`src/pkg/hs_pkg.sv`:
```
/*
 * Shared constants of the homing sequencer: mode codes, leg encodings,
 * state type and reset values.
 * Assumes a single 50 MHz clock domain and no software-visible registers.
 */
package hs_pkg;
    // Mode field width and supported range
    localparam int MODE_W = 4;
    localparam logic [MODE_W-1:0] MODE_MIN = 4'h2;
    localparam logic [MODE_W-1:0] MODE_MAX = 4'h8;
    localparam logic [MODE_W-1:0] MODE_LIMIT = 4'h2;
    localparam logic [MODE_W-1:0] MODE_GUARD_LO = 4'h3;
    localparam logic [MODE_W-1:0] MODE_GUARD_HI = 4'h6;
    localparam logic [MODE_W-1:0] MODE_TRIP_LO = 4'h7;

    // Start variant codes
    localparam logic [1:0] VAR_CLEAR = 2'h0;
    localparam logic [1:0] VAR_ACTIVE = 2'h1;
    localparam logic [1:0] VAR_BEHIND = 2'h1;
    localparam logic [1:0] VAR_ON_HOME = 2'h2;

    // Leg descriptor fields: {direction, speed, event, action}
    localparam int LEG_W = 6;
    localparam int LEG_IDX_W = 3;
    localparam logic DIR_FWD = 1'b1;
    localparam logic DIR_REV = 1'b0;
    localparam logic SPD_HI = 1'b1;
    localparam logic SPD_LO = 1'b0;
    localparam logic [1:0] EV_FL_RISE = 2'h0;
    localparam logic [1:0] EV_FL_FALL = 2'h1;
    localparam logic [1:0] EV_HS_RISE = 2'h2;
    localparam logic [1:0] EV_HS_FALL = 2'h3;
    localparam logic [1:0] ACT_STOP = 2'h0;
    localparam logic [1:0] ACT_SLOW = 2'h1;
    localparam logic [1:0] ACT_INDEX = 2'h2;

    // Switch input bit positions in the synchroniser vector
    localparam int SW_FL = 0;
    localparam int SW_RL = 1;
    localparam int SW_HS = 2;
    localparam int SW_IDX = 3;
    localparam int SW_N = 4;

    // Reset values
    localparam logic [LEG_IDX_W-1:0] LEG_RESET = 3'h0;
    localparam logic [MODE_W-1:0] MODE_RESET = 4'h0;

    // Sequencer states
    typedef enum logic [1:0] {
        HS_IDLE,
        HS_MOVE,
        HS_BRAKE,
        HS_SEARCH
    } hs_state_type;
endpackage

```
`src/verilog/hs_sync_edge.sv`:
```
/*
 * Two-flop synchroniser with a third stage for edge detection,
 * one lane per input bit.
 * Assumes inputs are asynchronous pins; outputs are on clk.
 */
`timescale 1ns/1ps
module hs_sync_edge #(
    parameter int WIDTH = 4
) (
    // Clock and reset
    input wire logic clk,
    input wire logic rst_b,
    // Raw pins
    input wire logic [WIDTH-1:0] pinIn,
    // Synchronised level and edges
    output logic [WIDTH-1:0] level,
    output logic [WIDTH-1:0] rise,
    output logic [WIDTH-1:0] fall
);
    genvar i;
    // One synchroniser lane per pin
    generate
        for (i = 0; i < WIDTH; i = i + 1) begin : gLane
            logic meta_reg; // First stage, read only by second stage
            logic sync_reg; // Second stage, clean level
            logic prev_reg; // Delayed level for edges
            // Shift the pin through three flops
            always_ff @(posedge clk) begin
                if (!rst_b) begin
                    meta_reg <= 1'b0;
                    sync_reg <= 1'b0;
                    prev_reg <= 1'b0;
                end else begin
                    meta_reg <= pinIn[i];
                    sync_reg <= meta_reg;
                    prev_reg <= sync_reg;
                end
            end
            assign level[i] = sync_reg;
            assign rise[i] = sync_reg & ~prev_reg;
            assign fall[i] = ~sync_reg & prev_reg;
        end
    endgenerate
endmodule

```
`src/verilog/hs_homing_seq.sv`:
```
/*
 * Homing sequencer for modes 2 to 8: drives direction and speed commands
 * from limit and home switch states, captures home at the index pulse.
 * Assumes a motion stage that follows the run/speed/decel commands and
 * reports standstill on motorStopped, all on clk.
 */
`timescale 1ns/1ps
// Behaviour
// - Mode 2 clear: fast forward, slow reverse, index
// - Mode 2 limit active: slow reverse, index
// - Mode 3: index after switch falls reversing
// - Modes 3-6: any limit active aborts with alarm
// - Mode 4: index after switch rises slow forward
// - Mode 5: index after switch falls slow forward
// - Mode 6: index after switch rises slow reverse
// - Modes 7-8: first forward limit reverses, else alarm
// - Mode 7 ahead: limit, fast back, slow re-entry
// - Mode 7 behind: fast forward, slow reverse, index; on home: slow reverse, index
// - Mode 8 ahead: limit, back, slow forward index
module hs_homing_seq #(
    parameter int SPEED_W = 16,
    parameter int POS_W = 32
) (
    // Clock and reset
    input wire logic clk,
    input wire logic rst_b,
    // Homing command, same clock domain
    input wire logic start,
    input wire logic [hs_pkg::MODE_W-1:0] homeMode,
    input wire logic startAheadOfHome,
    // Configured speeds and deceleration
    input wire logic [SPEED_W-1:0] highSpeed,
    input wire logic [SPEED_W-1:0] lowSpeed,
    input wire logic [SPEED_W-1:0] decelSetting,
    // Motion stage feedback
    input wire logic motorStopped,
    input wire logic [POS_W-1:0] axisPosition,
    // Switch and encoder pins
    input wire logic forward_limit_switch,
    input wire logic reverse_limit_switch,
    input wire logic home_switch,
    input wire logic encoderIndex,
    // Motor commands
    output logic motorRun,
    output logic motorForward,
    output logic [SPEED_W-1:0] speedCmd,
    output logic [SPEED_W-1:0] decelCmd,
    // Homing status
    output logic busy,
    output logic homeDone,
    output logic homeAlarm,
    output logic [POS_W-1:0] homePosition
);
    import hs_pkg::*;

    hs_state_type state_reg, state_next; // Sequencer state
    logic [LEG_IDX_W-1:0] leg_reg, leg_next; // Current leg of the plan
    logic [1:0] variant_reg, variant_next; // Start-condition variant
    logic [MODE_W-1:0] mode_reg, mode_next; // Mode latched at start
    logic flSeen_reg; // Forward limit already met
    logic motorRun_reg, motorForward_reg, busy_reg; // Command flops
    logic homeDone_reg, homeAlarm_reg; // Status flops
    logic [SPEED_W-1:0] speedCmd_reg, decelCmd_reg;
    logic [POS_W-1:0] homePosition_reg;
    logic [SW_N-1:0] swLevel, swRise, swFall; // Synchronised switches

    // Leg plan: direction, speed, exit event and action per mode/variant/leg
    function automatic logic [LEG_W-1:0] hs_leg(input logic [MODE_W-1:0] m,
            input logic [1:0] v, input logic [LEG_IDX_W-1:0] l);
        logic [LEG_W-1:0] r;
        r = {DIR_REV, SPD_LO, EV_HS_FALL, ACT_INDEX};
        case ({m, v, l})
            {4'h2, 2'h0, 3'h0}: r = {DIR_FWD, SPD_HI, EV_FL_RISE, ACT_STOP};
            {4'h2, 2'h0, 3'h1}: r = {DIR_REV, SPD_LO, EV_FL_FALL, ACT_INDEX};
            {4'h2, 2'h1, 3'h0}: r = {DIR_REV, SPD_LO, EV_FL_FALL, ACT_INDEX};
            {4'h3, 2'h0, 3'h0}: r = {DIR_FWD, SPD_HI, EV_HS_RISE, ACT_STOP};
            {4'h3, 2'h0, 3'h1}: r = {DIR_REV, SPD_LO, EV_HS_FALL, ACT_INDEX};
            {4'h3, 2'h1, 3'h0}: r = {DIR_REV, SPD_LO, EV_HS_FALL, ACT_INDEX};
            {4'h4, 2'h0, 3'h0}: r = {DIR_FWD, SPD_HI, EV_HS_RISE, ACT_STOP};
            {4'h4, 2'h0, 3'h1}: r = {DIR_REV, SPD_LO, EV_HS_FALL, ACT_STOP};
            {4'h4, 2'h0, 3'h2}: r = {DIR_FWD, SPD_LO, EV_HS_RISE, ACT_INDEX};
            {4'h4, 2'h1, 3'h0}: r = {DIR_REV, SPD_LO, EV_HS_FALL, ACT_STOP};
            {4'h4, 2'h1, 3'h1}: r = {DIR_FWD, SPD_LO, EV_HS_RISE, ACT_INDEX};
            {4'h5, 2'h0, 3'h0}: r = {DIR_REV, SPD_HI, EV_HS_RISE, ACT_STOP};
            {4'h5, 2'h0, 3'h1}: r = {DIR_FWD, SPD_LO, EV_HS_FALL, ACT_INDEX};
            {4'h5, 2'h1, 3'h0}: r = {DIR_FWD, SPD_LO, EV_HS_FALL, ACT_INDEX};
            {4'h6, 2'h0, 3'h0}: r = {DIR_REV, SPD_HI, EV_HS_RISE, ACT_STOP};
            {4'h6, 2'h0, 3'h1}: r = {DIR_FWD, SPD_LO, EV_HS_FALL, ACT_STOP};
            {4'h6, 2'h0, 3'h2}: r = {DIR_REV, SPD_LO, EV_HS_RISE, ACT_INDEX};
            {4'h6, 2'h1, 3'h0}: r = {DIR_FWD, SPD_LO, EV_HS_FALL, ACT_STOP};
            {4'h6, 2'h1, 3'h1}: r = {DIR_REV, SPD_LO, EV_HS_RISE, ACT_INDEX};
            {4'h7, 2'h0, 3'h0}: r = {DIR_FWD, SPD_HI, EV_FL_RISE, ACT_STOP};
            {4'h7, 2'h0, 3'h1}: r = {DIR_REV, SPD_HI, EV_HS_RISE, ACT_SLOW};
            {4'h7, 2'h0, 3'h2}: r = {DIR_REV, SPD_LO, EV_HS_FALL, ACT_STOP};
            {4'h7, 2'h0, 3'h3}: r = {DIR_FWD, SPD_LO, EV_HS_RISE, ACT_STOP};
            {4'h7, 2'h0, 3'h4}: r = {DIR_REV, SPD_LO, EV_HS_FALL, ACT_INDEX};
            {4'h7, 2'h1, 3'h0}: r = {DIR_FWD, SPD_HI, EV_HS_RISE, ACT_STOP};
            {4'h7, 2'h1, 3'h1}: r = {DIR_REV, SPD_LO, EV_HS_FALL, ACT_INDEX};
            {4'h7, 2'h2, 3'h0}: r = {DIR_REV, SPD_LO, EV_HS_FALL, ACT_INDEX};
            {4'h8, 2'h0, 3'h0}: r = {DIR_FWD, SPD_HI, EV_FL_RISE, ACT_STOP};
            {4'h8, 2'h0, 3'h1}: r = {DIR_REV, SPD_HI, EV_HS_RISE, ACT_SLOW};
            {4'h8, 2'h0, 3'h2}: r = {DIR_REV, SPD_LO, EV_HS_FALL, ACT_STOP};
            {4'h8, 2'h0, 3'h3}: r = {DIR_FWD, SPD_LO, EV_HS_RISE, ACT_INDEX};
            {4'h8, 2'h1, 3'h0}: r = {DIR_FWD, SPD_HI, EV_HS_RISE, ACT_STOP};
            {4'h8, 2'h1, 3'h1}: r = {DIR_REV, SPD_LO, EV_HS_FALL, ACT_STOP};
            {4'h8, 2'h1, 3'h2}: r = {DIR_FWD, SPD_LO, EV_HS_RISE, ACT_INDEX};
            {4'h8, 2'h2, 3'h0}: r = {DIR_REV, SPD_LO, EV_HS_FALL, ACT_STOP};
            {4'h8, 2'h2, 3'h1}: r = {DIR_FWD, SPD_LO, EV_HS_RISE, ACT_INDEX};
            default: r = {DIR_REV, SPD_LO, EV_HS_FALL, ACT_INDEX};
        endcase
        return r;
    endfunction

    // Synchronise switch and index pins
    hs_sync_edge #(.WIDTH(SW_N)) uSync (
        .clk(clk),
        .rst_b(rst_b),
        .pinIn({encoderIndex, home_switch, reverse_limit_switch, forward_limit_switch}),
        .level(swLevel),
        .rise(swRise),
        .fall(swFall)
    );

    // Current leg decode
    wire [LEG_W-1:0] curLeg = hs_leg(mode_reg, variant_reg, leg_reg);
    wire curFwd = curLeg[5];
    wire [1:0] curEv = curLeg[3:2];
    wire [1:0] curAct = curLeg[1:0];
    // Exit event of the current leg
    wire evHit = (curEv == EV_FL_RISE) ? swRise[SW_FL] :
                 (curEv == EV_FL_FALL) ? swFall[SW_FL] :
                 (curEv == EV_HS_RISE) ? swRise[SW_HS] : swFall[SW_HS];
    // Mode classes
    wire modeOk = (homeMode >= MODE_MIN) && (homeMode <= MODE_MAX);
    wire guardMode = (mode_reg >= MODE_GUARD_LO) && (mode_reg <= MODE_GUARD_HI);
    wire tripMode = (mode_reg >= MODE_TRIP_LO);
    wire startTrip = (homeMode >= MODE_TRIP_LO);
    wire running = (state_reg != HS_IDLE);
    // Variant picked from switch states at start
    wire [1:0] startVariant = (homeMode == MODE_LIMIT) ?
                                  (swLevel[SW_FL] ? VAR_ACTIVE : VAR_CLEAR) :
                              !startTrip ? (swLevel[SW_HS] ? VAR_ACTIVE : VAR_CLEAR) :
                              swLevel[SW_HS] ? VAR_ON_HOME :
                              (startAheadOfHome ? VAR_CLEAR : VAR_BEHIND);
    // Forward limit met while moving forward
    wire flFwdHit = swRise[SW_FL] & motorForward_reg;
    // Abort conditions
    wire guardTrip = guardMode & (swLevel[SW_FL] | swLevel[SW_RL]);
    wire tripAbort = tripMode & (swLevel[SW_RL] | (flFwdHit & flSeen_reg));
    wire alarmHit = running & (guardTrip | tripAbort);
    // First forward limit outside a planned limit leg turns the axis round
    wire firstTrip = (state_reg == HS_MOVE) & tripMode & swRise[SW_FL] & curFwd
                     & ~flSeen_reg & (curEv != EV_FL_RISE);
    wire indexHit = (state_reg == HS_SEARCH) & swRise[SW_IDX] & ~alarmHit;
    wire startOk = (state_reg == HS_IDLE) & start & modeOk;
    wire startBad = (state_reg == HS_IDLE) & start & ~modeOk;
    // Next leg decode for the command flops
    wire [LEG_W-1:0] nextLeg = hs_leg(mode_next, variant_next, leg_next);
    wire nextRun = (state_next == HS_MOVE) || (state_next == HS_SEARCH);

    // Next-state logic of the sequencer
    always_comb begin
        state_next = state_reg;
        leg_next = leg_reg;
        variant_next = variant_reg;
        mode_next = mode_reg;
        case (state_reg)
            HS_IDLE: begin
                if (startOk) begin
                    state_next = HS_MOVE;
                    leg_next = LEG_RESET;
                    variant_next = startVariant;
                    mode_next = homeMode;
                end
            end
            HS_MOVE: begin
                if (alarmHit) begin
                    state_next = HS_IDLE;
                end else if (firstTrip) begin
                    // Restart as if starting ahead of home: brake, then fast reverse
                    state_next = HS_BRAKE;
                    variant_next = VAR_CLEAR;
                    leg_next = 3'h1;
                end else if (evHit) begin
                    if (curAct == ACT_STOP) begin
                        state_next = HS_BRAKE;
                        leg_next = leg_reg + 3'h1;
                    end else if (curAct == ACT_SLOW) begin
                        leg_next = leg_reg + 3'h1;
                    end else begin
                        state_next = HS_SEARCH;
                    end
                end
            end
            HS_BRAKE: begin
                // Wait for standstill before the next leg
                if (alarmHit) begin
                    state_next = HS_IDLE;
                end else if (motorStopped) begin
                    state_next = HS_MOVE;
                end
            end
            HS_SEARCH: begin
                // Keep moving until the first index edge
                if (alarmHit || indexHit) begin
                    state_next = HS_IDLE;
                end
            end
            default: begin
                state_next = HS_IDLE;
            end
        endcase
    end

    // Sequencer state flops
    always_ff @(posedge clk) begin
        if (!rst_b) begin
            state_reg <= HS_IDLE;
            leg_reg <= LEG_RESET;
            variant_reg <= VAR_CLEAR;
            mode_reg <= MODE_RESET;
            flSeen_reg <= 1'b0;
        end else begin
            state_reg <= state_next;
            leg_reg <= leg_next;
            variant_reg <= variant_next;
            mode_reg <= mode_next;
            flSeen_reg <= startOk ? 1'b0 : (flSeen_reg | (running & flFwdHit));
        end
    end

    // Motor command flops
    always_ff @(posedge clk) begin
        if (!rst_b) begin
            motorRun_reg <= 1'b0;
            motorForward_reg <= 1'b0;
            speedCmd_reg <= '0;
            decelCmd_reg <= '0;
            busy_reg <= 1'b0;
        end else begin
            motorRun_reg <= nextRun;
            motorForward_reg <= nextLeg[5];
            speedCmd_reg <= nextRun ? (nextLeg[4] ? highSpeed : lowSpeed) : '0;
            decelCmd_reg <= decelSetting;
            busy_reg <= (state_next != HS_IDLE);
        end
    end

    // Completion, alarm and home capture
    always_ff @(posedge clk) begin
        if (!rst_b) begin
            homeDone_reg <= 1'b0;
            homeAlarm_reg <= 1'b0;
            homePosition_reg <= '0;
        end else begin
            homeDone_reg <= indexHit | (homeDone_reg & ~(start & ~running));
            homeAlarm_reg <= alarmHit | startBad | (homeAlarm_reg & ~startOk);
            if (indexHit) begin
                homePosition_reg <= axisPosition;
            end
        end
    end

    assign motorRun = motorRun_reg;
    assign motorForward = motorForward_reg;
    assign speedCmd = speedCmd_reg;
    assign decelCmd = decelCmd_reg;
    assign busy = busy_reg;
    assign homeDone = homeDone_reg;
    assign homeAlarm = homeAlarm_reg;
    assign homePosition = homePosition_reg;
endmodule

```
`config.mk`:
```
export PLATFORM = sky130hd
export DESIGN_NAME = hs_homing_seq
export DESIGN_NICKNAME = d
export VERILOG_FILES = /design/src/pkg/hs_pkg.sv /design/src/verilog/hs_sync_edge.sv /design/src/verilog/hs_homing_seq.sv
export SDC_FILE = /design/constraint.sdc
export NUM_CORES = 1
export LEC_CHECK = 0
export ABC_AREA = 0
export BUFFER_PORTS_ARGS = -buffer_cell sky130_fd_sc_hd__buf_2
export CAP_MARGIN = 20
export CORE_ASPECT_RATIO = 0.5
export CORE_MARGIN = 5
export CORE_UTILIZATION = 44
export CTS_CLUSTER_SIZE = 8
export DETAILED_ROUTE_END_ITERATION = 16
export PLACE_DENSITY = 0.73
export SLEW_MARGIN = 20
export SYNTH_ARGS = -nofsm -noshare
export SYNTH_HDL_FRONTEND = slang
export SYNTH_SLANG_ARGS = --single-unit
```
`constraint.sdc`:
```
create_clock -name clk -period 4.3 [get_ports clk]
set_input_delay 0.43 -clock clk [delete_from_list [all_inputs] [get_ports clk]]
set_output_delay 0.43 -clock clk [all_outputs]
set_load 0.01 [all_outputs]
```
==> impl_metrics.py <==
metrics = {
    "logic_synthesis": {
        "synth_top_area_cell": "dfxtp_1",
        "yosysWarnings": 0,
        "synthMostInstantiatedCell": "dfxtp_1",
        "synth_top_area_share": 0.412,
        "syn_nets": 610,
        "ys_seq_area_frac": 0.412,
        "synth_common_cells": "dfxtp_1 (92), nand2_1 (84), and2_1 (37), nor2_1 (37), a21boi_0 (36)",
        "ys_types": 77,
        "synth_flop_cell": "dfxtp_1",
        "ys_top_cells_by_area": "dfxtp_1 (41%), nand2_1 (7.1%), a21boi_0 (6.0%)",
        "syn_avg_cell_area_um2": 8.71,
        "synthArstFlopShare": 0,
        "synth-edff-count": 0,
        "synthCells": 513,
        "netlist_area_um2": 4470,
        "ys_ff_latch": 92,
    },
    "global_routing": {
        "grt_overflow": 0,
        "grt_max_degree": 75,
        "grt_pass1_wl_mm": 18.8,
        "antenna_found_initial": 0,
        "grt_use_total": 0.182,
        "grt_pass1_vias": 3948,
    },
    "power_and_ir_drop": {
        "p_int_uw": 1430,
        "finalPower_uw": 1900,
        "swShare": 0.245,
        "ir_worst_vdd_uv": 197,
        "clkPwrFrac": 0.389,
        "powerDensity_nw_per_um2": 337,
        "seqPwrFrac": 0.476,
        "switching_power_uw": 464,
        "p_leak_uw": 0.00250,
        "pwr-share-comb": 0.136,
    },
    "route": {
        "ant_nets": 0,
        "drt-total-wl_mm": 11.4,
        "wl_per_cell_um": 14.2,
        "via_per_inst": 5.10,
        "vias": 4090,
        "firstDrtPassIters": 4,
        "drc_errors": 0,
        "first_iter_violations": 221,
    },
    "clock_tree": {
        "cts_tree": "yes",
        "cts_hold_repair.buffers": 0,
        "cts_resized": 0,
        "cts-buffers-inserted": 9,
        "clock-root-buffer": "clkbuf_16",
        "cts_buffer_depth": 2,
        "clk_latency_ns": 0.33,
        "h-tree-depth": 3,
        "cts.clk_slew.worst_paths_ns": 0.06,
        "cts.sinks": 92,
        "post_cts_buffers": 0,
    },
    "place": {
        "place_area_um2": 5340,
        "portBuffers": 161,
        "dp_cells": 786,
        "preCtsSetupSlack_ns": 0.460,
        "dp_hpwl_mm": 8.43,
        "finalWeightedCongestion": 0.917,
    },
    "sta": {
        "period_share": 0.906,
        "setup_ws_ns": 0.406,
        "finalSetupViolations": 0,
        "worst_slew_margin_rel": 0.500,
        "final.setup_skew_ns": 0.00450,
        "post-route-min-period_ns": 3.89,
        "hold_violations": 0,
        "fmax_mhz": 257,
        "rsz0062_at_grt": "no",
        "tightestPinTransition_ns": 0.744,
        "slew_viol_final": 0,
        "setup_tns_ns": 0,
    },
    "floorplan": {
        "coreArea_um2": 10100,
        "fp.dieH_um": 81.3,
        "ioPinCount": 162,
        "start_util": 0.445,
        "die_w_um": 153,
        "dieArea_um2": 12400,
        "rows": 26,
    },
    "flow_run": {
        "drv_cap": 0,
    },
    "layout": {
        "largest_reg_flops": 32,
        "drive_above_1_share": 0.310,
        "area_growth_pct": 25.8,
        "num-nets-final": 754,
        "antenna_cells": 0,
        "final_area_um2": 5620,
        "final_cells": 802,
    },
    "worst_setup_path": {
        "arrival_ns": 4.12,
        "critPathKind": "reg -> reg",
        "cp_data_required_time_ns": 4.52,
        "start_kind": "register",
        "critPathMaxFanout": 16,
        "end_kind": "register",
    },
    "outcome": {
        "status": "completed",
    },
    "min_path": {
        "hold_path_class": "in -> reg",
    },
}
routing by layer:
metal  track usage  vias up  share of wire
li1              -     2084              -
met1         0.214     1879           0.43
met2         0.321      112           0.50
met3        0.0607       15          0.061
met4        0.0578        0          0.013
met5             0        -              0
power by group through the flow:
stage / sequential [uW] / combinational (uW) / clock, uW
2_1_floorplan: 922 / 165 / 0
3_3_place_gp: 919 / 255 / 0
3_5_place_dp: 920 / 257 / 0
4_1_cts: 901 / 258 / 759
5_1_grt: 905 / 285 / 797
6_report: 901 / 257 / 737
metrics by stage:
| stage | hold WS (ns) | util |
|---|---|---|
| floorplan | 0.412 | - |
| detailed placement | 0.420 | 0.531 |
| CTS | 0.287 | 0.559 |
| global route | 0.288 | 0.559 |
| finish | 0.301 | 0.559 |
| global placement | 0.415 | 0.531 |
worst paths after layout:
kind	startpoint	to	slack, ns	cells past startpoint
setup / recovery	leg_reg[0]	speedCmd[7]	0.41	13
hold / removal	decelSetting[1]	decelCmd[1]	0.30	2
setup reg to reg	leg_reg[0]	speedCmd[7]	0.41	13
hold reg to reg	uSync.gLane[2].meta_reg	uSync.gLane[2].sync_reg	0.44	1
layout by cell type (no fill, tap or decap), types with 4 or more instances in the layout:
cell       instances
a31oi_1            4
nand4_1            6
nand2b_1           5
nor2_1            37
and3_1             7
nand3_1            4
ha_1               4
a21boi_0          36
nor3_1             5
mux2i_1           23
nor2b_1           13
buf_4              8
o21ai_0           13
clkbuf_16          9
a21oi_1           14
nand2_1           84
and2_1            37
buf_2            161
inv_1              9
nor4_1             4
nand3b_1           4
dfxtp_1           92
a211oi_1           4
critical path, cell delays in order, from the launching register on:
cell and delay [ns]:
dfxtp_1 0.41, inv_1 0.10, ha_1 0.35, mux2i_1 0.28
mux2i_1 0.11, a32o_2 0.32, nand4bb_1 0.22, o211ai_1 0.65
o311a_1 0.31, o32ai_1 0.11, a2111oi_4 0.31, buf_4 0.33
mux2i_1 0.23, nor2_1 0.05
cells by family (layout without fill, tap and decap cells):
group	Yosys count	in the layout	share of synthesized area
compound gates	113	113	0.198
xor+xnor	2	2	0.00392
fa+ha+maj	4	4	0.0112
buf+inv	45	194	0.0453
flops	92	92	0.412
mux	25	25	0.0565
simple gates	232	232	0.273
final cells by class:
| cell class | count | area (um2) |
|---|---|---|
| clock buffers | 13 | 260 |
| clock inverters | 3 | 21.3 |
| fillers | 924 | 4430 |
| inverters | 9 | 33.8 |
| multi-input cells | 376 | 2430 |
| flip-flops and latches | 92 | 1840 |
| well taps | 140 | 175 |
| repair buffers | 169 | 866 |
(Power assumes the default switching activity.)
